File: src/verilog/engine_status_pkg.sv
package engine_status_pkg;

	// -----------------------------------------------------------------
	// register map (byte offsets)
	// -----------------------------------------------------------------
	localparam logic [7:0] OFS_PAGE_BASE   = 8'h00;
	localparam logic [7:0] OFS_INT_STATUS  = 8'h04;
	localparam logic [7:0] OFS_INT_MASK    = 8'h08;
	localparam logic [7:0] OFS_INT_ENABLE  = 8'h0c;
	localparam logic [7:0] OFS_WRITE_MASK  = 8'h10;
	localparam logic [7:0] OFS_INT_IDENT   = 8'h14;
	localparam logic [7:0] OFS_ERR_STATUS  = 8'h18;
	localparam logic [7:0] OFS_ERR_MASK    = 8'h1c;
	localparam logic [7:0] OFS_ERR_IDENT   = 8'h20;
	localparam logic [7:0] OFS_CONTROL     = 8'h24;

	// -----------------------------------------------------------------
	// engine interrupt vector bit positions and the repair bit of the control register
	// -----------------------------------------------------------------
	localparam int BIT_USER      = 0;
	localparam int BIT_MASTER    = 3;
	localparam int BIT_FLUSH     = 4;
	localparam int BIT_PARITY    = 5;
	localparam int BIT_MEDIA_CNT = 6;
	localparam int BIT_PAGE_FLT  = 7;
	localparam int BIT_CTX_SW    = 8;
	localparam int BIT_REPAIR    = 0;

	// implemented bits of the vector; 1, 2 and 9 read zero
	localparam logic [31:0] ISR_VALID     = 32'h0000_01f9;
	// bits that may appear in a status page write
	localparam logic [31:0] REPORT_ALWAYS = 32'h0000_0008;
	localparam logic [31:0] REPORT_RENDER = 32'h0000_0020;
	// event bits cleared by software, level bits follow their source
	localparam logic [31:0] ISR_STICKY    = 32'h0000_0171;

	// -----------------------------------------------------------------
	// reset values and address fields
	// -----------------------------------------------------------------
	localparam logic [31:0] RST_ZERO      = 32'h0000_0000;
	localparam logic [31:0] RST_ALL_MASK  = 32'hffff_ffff;
	localparam logic [31:0] PAGE_ALIGN    = 32'hffff_f000;
	localparam logic [31:0] ISR_SLOT_OFS  = 32'h0000_0000;

	// one status page write
	typedef struct packed {
		logic [31:0] addr;      // byte address in system memory
		logic [31:0] data;      // reported interrupt vector
		logic        snoop;     // always a snooped access
		logic        cacheable; // always cacheable
	} mem_write_s;

endpackage : engine_status_pkg

File: src/verilog/engine_status_error_reporting.sv
// Behaviour
// software aligns status page on 4KB
// status reported by master writes to page
// page accesses always cacheable and snooped
// software keeps page out of unsnooped memory
// page base comes from a software register
// all interrupt registers share one bit layout
// bit 8 context switch, never page reported
// bit 7 page fault pending, never reported
// repair mode raises fault ignoring mask
// bit 6 media counter, media only, unreported
// bit 5 parity, reported on render only
// reported master error follows error presence
// identity latches only unmasked error status
// any identity error sets master error bit
// identity bits clear by writing one, except unrecoverable
// posted ops may overlap, complete eventually
// non-posted op blocks next command until done
// command flag selects posted or non-posted
// page write includes only unmasked status bits
// bits 4, 0 report zero; 9, 2 reserved
//
// Local design decisions: register access over Wishbone and the placing of the registers.
`timescale 1ns/10ps

module engine_status_error_reporting #(
	parameter bit          IS_RENDER    = 1'b1,  // engine is render pipe
	parameter bit          IS_MEDIA     = 1'b0,  // engine is media pipe
	parameter int          ERR_W        = 16,    // error vector width
	parameter logic [31:0] UNRECOV_MASK = 32'h0000_0001, // sticky errors
	parameter int          PEND_W       = 4      // outstanding op counter width
) (
	input  wire logic                        clock,        // 200 MHz
	input  wire logic                        reset_n,      // async reset
	input  wire logic                        wb_cyc_i,     // bus cycle
	input  wire logic                        wb_stb_i,     // strobe
	input  wire logic                        wb_we_i,      // write
	input  wire logic [7:0]                  wb_adr_i,     // byte address
	input  wire logic [3:0]                  wb_sel_i,     // byte lanes
	input  wire logic [31:0]                 wb_dat_i,     // write data
	output logic      [31:0]                 wb_dat_o,     // read data
	output logic                             wb_ack_o,     // acknowledge
	input  wire logic                        ev_user,      // user pulse
	input  wire logic                        ev_flush,     // flush pulse
	input  wire logic                        ev_parity,    // parity pulse
	input  wire logic                        ev_media_cnt, // counter pulse
	input  wire logic                        ev_ctx_sw,    // switch pulse
	input  wire logic                        pf_pending,   // fault level
	input  wire logic [ERR_W-1:0]            err_status,   // error levels
	output logic                             irq,          // interrupt
	output engine_status_pkg::mem_write_s    mem_wr,       // page write
	output logic                             mem_valid,    // write request
	input  wire logic                        mem_ack,      // write taken
	input  wire logic                        cmd_valid,    // command op
	input  wire logic                        cmd_posted,   // 1 = posted
	output logic                             cmd_ready,    // may accept
	output logic                             op_start,     // op issue pulse
	input  wire logic                        op_done       // op complete
);
	import engine_status_pkg::*;

	typedef enum logic [1:0] {
		SW_IDLE = 2'b01,
		SW_BUSY = 2'b10
	} page_state_e;

	typedef enum logic [1:0] {
		CMD_IDLE = 2'b01,
		CMD_WAIT = 2'b10
	} cmd_state_e;

	logic [31:0]       page_base_r;
	logic [31:0]       isr_r;
	logic [31:0]       imr_r;
	logic [31:0]       ier_r;
	logic [31:0]       status_write_mask_reg_r;
	logic [31:0]       iir_r;
	logic [31:0]       esr_r;
	logic [31:0]       emr_r;
	logic [31:0]       eir_r;
	logic [31:0]       ctrl_r;
	logic [31:0]       sent_r;
	logic [31:0]       wr_val;
	logic [31:0]       w1c;
	logic [31:0]       ev_vec;
	logic [31:0]       lvl_vec;
	logic [31:0]       isr_nxt;
	logic [31:0]       iir_set;
	logic [31:0]       rep_mask;
	logic [31:0]       report;
	logic [31:0]       rd_nxt;
	logic [PEND_W-1:0] pend_r;
	logic [PEND_W-1:0] pend_nxt;
	logic              bus_req;
	logic              bus_wr;
	logic              accept;
	logic              done_ok;
	logic              pend_full;
	page_state_e       page_st_r;
	cmd_state_e        cmd_st_r;

	// -----------------------------------------------------------------
	// wishbone slave
	// -----------------------------------------------------------------

	// one access per request, answered the cycle after strobe
	assign bus_req = wb_cyc_i && wb_stb_i && !wb_ack_o;
	assign bus_wr  = bus_req && wb_we_i;

	// byte-lane merge of the write data
	function automatic logic [31:0] merge(input logic [31:0] old,
		input logic [31:0] dat, input logic [3:0] sel);
		logic [31:0] res;
		res = old;
		for (int i = 0; i < 4; i++) begin
			if (sel[i]) begin
				res[8*i +: 8] = dat[8*i +: 8];
			end
		end
		return res;
	endfunction : merge

	// write-one-to-clear pattern on enabled lanes
	assign w1c = merge(RST_ZERO, wb_dat_i, wb_sel_i);

	// acknowledge, one cycle wide
	always_ff @(posedge clock or negedge reset_n) begin
		if (!reset_n) begin
			wb_ack_o <= 1'b0;
		end else begin
			wb_ack_o <= bus_req;
		end
	end

	// read mux; unmapped offsets read zero
	always_comb begin
		rd_nxt = RST_ZERO;
		if (wb_adr_i == OFS_PAGE_BASE) begin
			rd_nxt = page_base_r;
		end else if (wb_adr_i == OFS_INT_STATUS) begin
			rd_nxt = isr_r;
		end else if (wb_adr_i == OFS_INT_MASK) begin
			rd_nxt = imr_r;
		end else if (wb_adr_i == OFS_INT_ENABLE) begin
			rd_nxt = ier_r;
		end else if (wb_adr_i == OFS_WRITE_MASK) begin
			rd_nxt = status_write_mask_reg_r;
		end else if (wb_adr_i == OFS_INT_IDENT) begin
			rd_nxt = iir_r;
		end else if (wb_adr_i == OFS_ERR_STATUS) begin
			rd_nxt = esr_r;
		end else if (wb_adr_i == OFS_ERR_MASK) begin
			rd_nxt = emr_r;
		end else if (wb_adr_i == OFS_ERR_IDENT) begin
			rd_nxt = eir_r;
		end else if (wb_adr_i == OFS_CONTROL) begin
			rd_nxt = ctrl_r;
		end
	end

	// read data register
	always_ff @(posedge clock or negedge reset_n) begin
		if (!reset_n) begin
			wb_dat_o <= RST_ZERO;
		end else if (bus_req && !wb_we_i) begin
			wb_dat_o <= rd_nxt;
		end
	end

	// plain read/write configuration registers
	always_ff @(posedge clock or negedge reset_n) begin
		if (!reset_n) begin
			page_base_r <= RST_ZERO;
			imr_r       <= RST_ALL_MASK;
			ier_r       <= RST_ZERO;
			status_write_mask_reg_r    <= RST_ALL_MASK;
			emr_r       <= RST_ALL_MASK;
			ctrl_r      <= RST_ZERO;
		end else if (bus_wr) begin
			if (wb_adr_i == OFS_PAGE_BASE) begin
				page_base_r <= merge(page_base_r, wb_dat_i, wb_sel_i)
					& PAGE_ALIGN;
			end else if (wb_adr_i == OFS_INT_MASK) begin
				imr_r <= merge(imr_r, wb_dat_i, wb_sel_i) & ISR_VALID;
			end else if (wb_adr_i == OFS_INT_ENABLE) begin
				ier_r <= merge(ier_r, wb_dat_i, wb_sel_i) & ISR_VALID;
			end else if (wb_adr_i == OFS_WRITE_MASK) begin
				status_write_mask_reg_r <= merge(status_write_mask_reg_r, wb_dat_i, wb_sel_i);
			end else if (wb_adr_i == OFS_ERR_MASK) begin
				emr_r <= merge(emr_r, wb_dat_i, wb_sel_i);
			end else if (wb_adr_i == OFS_CONTROL) begin
				ctrl_r <= merge(ctrl_r, wb_dat_i, wb_sel_i) & 32'h0000_0001;
			end
		end
	end

	// -----------------------------------------------------------------
	// error status, mask and identity chain
	// -----------------------------------------------------------------

	// sample the raw error levels
	always_ff @(posedge clock or negedge reset_n) begin
		if (!reset_n) begin
			esr_r <= RST_ZERO;
		end else begin
			esr_r <= 32'(err_status);
		end
	end

	// unmasked errors latch; a one clears except unrecoverable bits
	assign wr_val = (bus_wr && wb_adr_i == OFS_ERR_IDENT) ?
		(w1c & ~UNRECOV_MASK) : RST_ZERO;

	always_ff @(posedge clock or negedge reset_n) begin
		if (!reset_n) begin
			eir_r <= RST_ZERO;
		end else begin
			eir_r <= (eir_r & ~wr_val) | (esr_r & ~emr_r);
		end
	end

	// -----------------------------------------------------------------
	// engine interrupt vector
	// -----------------------------------------------------------------

	// event pulses; media counter only exists on the media pipe
	always_comb begin
		ev_vec                = RST_ZERO;
		ev_vec[BIT_USER]      = ev_user;
		ev_vec[BIT_FLUSH]     = ev_flush;
		ev_vec[BIT_PARITY]    = ev_parity;
		ev_vec[BIT_MEDIA_CNT] = ev_media_cnt && IS_MEDIA;
		ev_vec[BIT_CTX_SW]    = ev_ctx_sw;
		lvl_vec               = RST_ZERO;
		lvl_vec[BIT_MASTER]   = |eir_r;
		lvl_vec[BIT_PAGE_FLT] = pf_pending;
	end

	// sticky events clear on a one, a new event wins over the clear
	always_comb begin
		isr_nxt = isr_r & ISR_STICKY;
		if (bus_wr && wb_adr_i == OFS_INT_STATUS) begin
			isr_nxt = isr_nxt & ~w1c;
		end
		isr_nxt = (isr_nxt | ev_vec | lvl_vec) & ISR_VALID;
	end

	always_ff @(posedge clock or negedge reset_n) begin
		if (!reset_n) begin
			isr_r <= RST_ZERO;
		end else begin
			isr_r <= isr_nxt;
		end
	end

	// identity: enabled and unmasked, fault bypasses mask in repair
	always_comb begin
		iir_set = isr_nxt & ~imr_r & ier_r;
		if (ctrl_r[BIT_REPAIR]) begin
			iir_set[BIT_PAGE_FLT] = isr_nxt[BIT_PAGE_FLT]
				&& ier_r[BIT_PAGE_FLT];
		end
	end

	always_ff @(posedge clock or negedge reset_n) begin
		if (!reset_n) begin
			iir_r <= RST_ZERO;
		end else if (bus_wr && wb_adr_i == OFS_INT_IDENT) begin
			iir_r <= (iir_r & ~w1c) | iir_set;
		end else begin
			iir_r <= iir_r | iir_set;
		end
	end

	// interrupt line from the identity bits
	always_ff @(posedge clock or negedge reset_n) begin
		if (!reset_n) begin
			irq <= 1'b0;
		end else begin
			irq <= |iir_r;
		end
	end

	// -----------------------------------------------------------------
	// status page writer
	// -----------------------------------------------------------------

	// only master error and render parity may ever be reported
	assign rep_mask = REPORT_ALWAYS | (IS_RENDER ? REPORT_RENDER
		: RST_ZERO);
	assign report   = isr_r & ~status_write_mask_reg_r & rep_mask;

	// one write whenever the reported vector differs from the last one sent
	always_ff @(posedge clock or negedge reset_n) begin
		if (!reset_n) begin
			page_st_r <= SW_IDLE;
			mem_valid <= 1'b0;
			mem_wr    <= '0;
			sent_r    <= RST_ZERO;
		end else begin
			case (page_st_r)
				SW_IDLE: begin
					if (report != sent_r) begin
						mem_wr.addr      <= page_base_r + ISR_SLOT_OFS;
						mem_wr.data      <= report;
						mem_wr.snoop     <= 1'b1;
						mem_wr.cacheable <= 1'b1;
						mem_valid        <= 1'b1;
						sent_r           <= report;
						page_st_r        <= SW_BUSY;
					end
				end
				SW_BUSY: begin
					if (mem_ack) begin
						mem_valid <= 1'b0;
						page_st_r <= SW_IDLE;
					end
				end
				default: begin
					mem_valid <= 1'b0;
					page_st_r <= SW_IDLE;
				end
			endcase
		end
	end

	// -----------------------------------------------------------------
	// posted and non-posted command operations
	// -----------------------------------------------------------------

	assign accept    = cmd_valid && cmd_ready;
	assign done_ok   = op_done && (pend_r != '0);
	assign pend_full = &pend_r;
	assign pend_nxt  = pend_r + PEND_W'(accept) - PEND_W'(done_ok);

	// outstanding operations, each still to complete
	always_ff @(posedge clock or negedge reset_n) begin
		if (!reset_n) begin
			pend_r   <= '0;
			op_start <= 1'b0;
		end else begin
			pend_r   <= pend_nxt;
			op_start <= accept;
		end
	end

	// posted ops overlap, a non-posted op issues at once and then blocks the next command until all ops drain
	always_ff @(posedge clock or negedge reset_n) begin
		if (!reset_n) begin
			cmd_st_r  <= CMD_IDLE;
			cmd_ready <= 1'b0;
		end else begin
			case (cmd_st_r)
				CMD_IDLE: begin
					if (accept && !cmd_posted) begin
						cmd_st_r  <= CMD_WAIT;
						cmd_ready <= 1'b0;
					end else begin
						cmd_ready <= (pend_nxt != {PEND_W{1'b1}}) && !accept
							|| (accept && !pend_full
							&& pend_nxt != {PEND_W{1'b1}});
					end
				end
				CMD_WAIT: begin
					if (pend_nxt == '0) begin
						cmd_st_r  <= CMD_IDLE;
						cmd_ready <= 1'b1;
					end
				end
				default: begin
					cmd_st_r  <= CMD_IDLE;
					cmd_ready <= 1'b0;
				end
			endcase
		end
	end

endmodule : engine_status_error_reporting

File: config.mk
export PLATFORM = sky130hd
export DESIGN_NAME = engine_status_error_reporting
export DESIGN_NICKNAME = d
export VERILOG_FILES = /design/src/verilog/engine_status_pkg.sv /design/src/verilog/engine_status_error_reporting.sv
export SDC_FILE = /design/constraint.sdc
export NUM_CORES = 1
export LEC_CHECK = 0
export BUFFER_PORTS_ARGS = -buffer_cell sky130_fd_sc_hd__buf_4
export CAP_MARGIN = 20
export CORE_UTILIZATION = 35
export DETAILED_ROUTE_END_ITERATION = 6
export REMOVE_ABC_BUFFERS = 1
export SYNTH_ARGS = -nofsm -noshare
export SYNTH_HDL_FRONTEND = slang
export SYNTH_SLANG_ARGS = --single-unit
File: constraint.sdc
create_clock -name clock -period 7.3 [get_ports clock]
set_clock_uncertainty 0.1 [all_clocks]
set_input_delay 1.825 -clock clock [delete_from_list [all_inputs] [get_ports clock]]
set_output_delay 1.825 -clock clock [all_outputs]
set_load 0.01 [all_outputs]
==> results.ini <==
[outcome]
status = complete, no violations

[die]
rows = 67
num_io_pins = 178
core_area_um2 = 33600
initial_utilization = 0.357
fp.dieW_um = 187
die_h_um = 187
die_area_um2 = 35000

[detailed_routing]
drt_iter0_drc = 659
drc_errors = 0
viasPerCell = 5.42
antenna_left = 0
wl_per_cell_um = 20.6
drtPass1Iterations = 5
wl_um = 33700
vias = 8883

[cts]
numClockSinks = 254
clock_latency_ns = 0.54
cts_buffers = 28
cts_resized = 0
cts_hold_buf = 0
cts_tree = yes
postCtsSetupRepairBufs = 0
htree_num_levels = 1
cts.clk_slew.worst_paths_ns = 0.06
clock_path_buffers = 3
cts-root-buf = clkbuf_16

[hold_path]
min_path_type = reg2reg

[sta]
tns_ns = 0
hold_violations = 0
setup_viol = 0
max_freq_ghz = 0.227
drv_slew = 0
min_period_ns = 4.41
hold_ws_ns = 0.390
tightest_slew_ns = 1.18
slew_headroom = 0.212
period_share = 0.604
rsz0062_at_grt = false

[power_and_ir_drop]
power_density_nw_per_um2 = 234
peakVddDrop_mv = 0.169
p_leak_nw = 6.35

[synthesis]
yosys_warnings = 0
yosys.area.top_type = dfrtp_1
synth_common_cells = dfrtp_1, mux2_2, dfstp_2
synth.most_common_cell = dfrtp_1
syn_area_um2 = 12000
async_flop_share = 1.00
synth_top_area_frac = 0.376
yosysSeqAreaShare = 0.538
syn_area_per_cell_um2 = 11.4
synth_edf_count = 0
yosysUniqueCellTypes = 62
synthTopCellsByArea = dfrtp_1, dfstp_2, mux2_2
synth_cells = 1047
synth_flop_cell = dfrtp_1
ys_ff_latch = 254

[placement]
port_buffers = 134
gp_congestion = 0.845
dp.final_hpwl_um = 22600
place_area_um2 = 13300

[setup_path]
path_max_fanout = 54
worst_setup_path_end_kind = flip-flop
start_kind = input port
criticalPathCategory = in2reg
worstPathArrival_ns = 4.78
required_ns = 7.67

[layout]
syn_to_final_growth_pct = 19.2
nNetsFinal = 1255
layout-drive-gt1-share = 0.354
num_antenna_cells = 0
design_area_um2 = 14300

[global_route]
gr-total-overflow = 0
grt_start_max_net_pins = 131
first_global_vias = 8844
grt.total_usage = 0.194
grt_pass1_wl_um = 53200
antenna_found_initial = 0

[job]
cap_viol_max_count = 0

## kinds of logic (layout without fill, tap and decap cells)
family | after synthesis | count (layout) | synth area share
compound gates | 283 | 283 | 0.168
xor+xnor | 5 | 5 | 0.00365
fa+ha+maj | 9 | 9 | 0.0100
buf+inv | 133 | 236 | 0.0567
flops | 254 | 254 | 0.538
mux | 128 | 128 | 0.120
other cells | 1 | 42 | 0.000313
simple gates | 234 | 234 | 0.104
## worst paths after layout
| path | from | to | slack (ns) | cells past startpoint |
|---|---|---|---|---|
| worst max-delay path | wb_adr_i[3] | emr_r[31] | 2.89 | 6 |
| worst min-delay path | imr_r[30] | imr_r[30] | 0.39 | 1 |
| worst max register to register | pend_r[2] | cmd_ready | 4.42 | 12 |
| worst min register to register | imr_r[30] | imr_r[30] | 0.39 | 1 |
| max in group asynchronous | reset_n | esr_r[5] | 4.57 | 2 |
| min in group asynchronous | reset_n | mem_wr[0] | 1.26 | 1 |
## report_power, final
group | leakage (nW) | switching (mW) | internal (mW) | total [mW]
registers | 3.08 | 0.0344 | 1.46 | 1.50
logic | 2.81 | 0.219 | 0.153 | 0.373
clock network | 0.467 | 0.576 | 0.896 | 1.47
total | 6.35 | 0.830 | 2.51 | 3.34
## placed cells by master (no fill, tap or decap), drive strengths merged, types with 6 or more instances in the layout
| cell type | instances |
|---|---|
| nand4 | 8 |
| and2 | 12 |
| clkinv | 6 |
| dfrtp | 180 |
| nor4 | 19 |
| a2111oi | 6 |
| a21oi | 47 |
| a211oi | 6 |
| a31o | 15 |
| o21ai | 48 |
| a31oi | 7 |
| conb | 42 |
| nand2b | 6 |
| inv | 36 |
| dfstp | 74 |
| buf | 150 |
| clkbuf | 38 |
| and3 | 7 |
| a21boi | 57 |
| a22oi | 6 |
| a32o | 7 |
| a221oi | 7 |
| nor2 | 31 |
| nand2 | 61 |
| ha | 8 |
| a21o | 10 |
| o221ai | 20 |
| mux2 | 123 |
| nand3 | 24 |
| a22o | 26 |
| nor3 | 17 |
| or2 | 6 |
| nor2b | 31 |
| nor4b | 6 |
## flip-flops by register name, summed over array words and instances, names as in the netlist, 8 cells and up
signal	flops
eir_r	32
emr_r	32
esr_r	16
iir_r	32
imr_r	8
mem_wr	21
page_base_r	20
status_write_mask_reg_r	32
wb_dat_o	32
## worst max-delay path: stages
cell and delay (ns):
buf_4 0.51, nand2_1 0.55, nor3_2 0.62, buf_4 0.36, nand3_1 0.41, mux2_2 0.43
## final cells by class
class | instances | area [um^2]
timing repair buffer | 150 | 1150
clock buffer | 38 | 790
multi-input combinational | 701 | 5030
tap | 448 | 561
fill | 3197 | 19300
inverter | 36 | 135
sequential | 254 | 6450
clock inverter | 12 | 169
## metrics by stage
step | std cells | setup slack, ns | utilization | power (mW)
floorplan | 991 | 3.03 | - | 1.71
global placement | 1588 | 2.36 | 0.396 | 1.89
detailed placement | 1588 | 2.35 | 0.396 | 1.90
CTS | 1638 | 2.96 | 0.425 | 3.38
global route | 1639 | 2.76 | 0.425 | 3.48
finish | 1639 | 2.89 | 0.425 | 3.34
## metal layers
layer | up-vias | track usage | routed length [um]
met2 | 364 | 0.303 | 15400
li1 | 4001 | - | -
met3 | 57 | 0.0313 | 2280
met1 | 4461 | 0.277 | 15100
met4 | 0 | 0.0520 | 865
met5 | - | 0 | 0
Note: power is estimated with default switching activity, not from simulation.
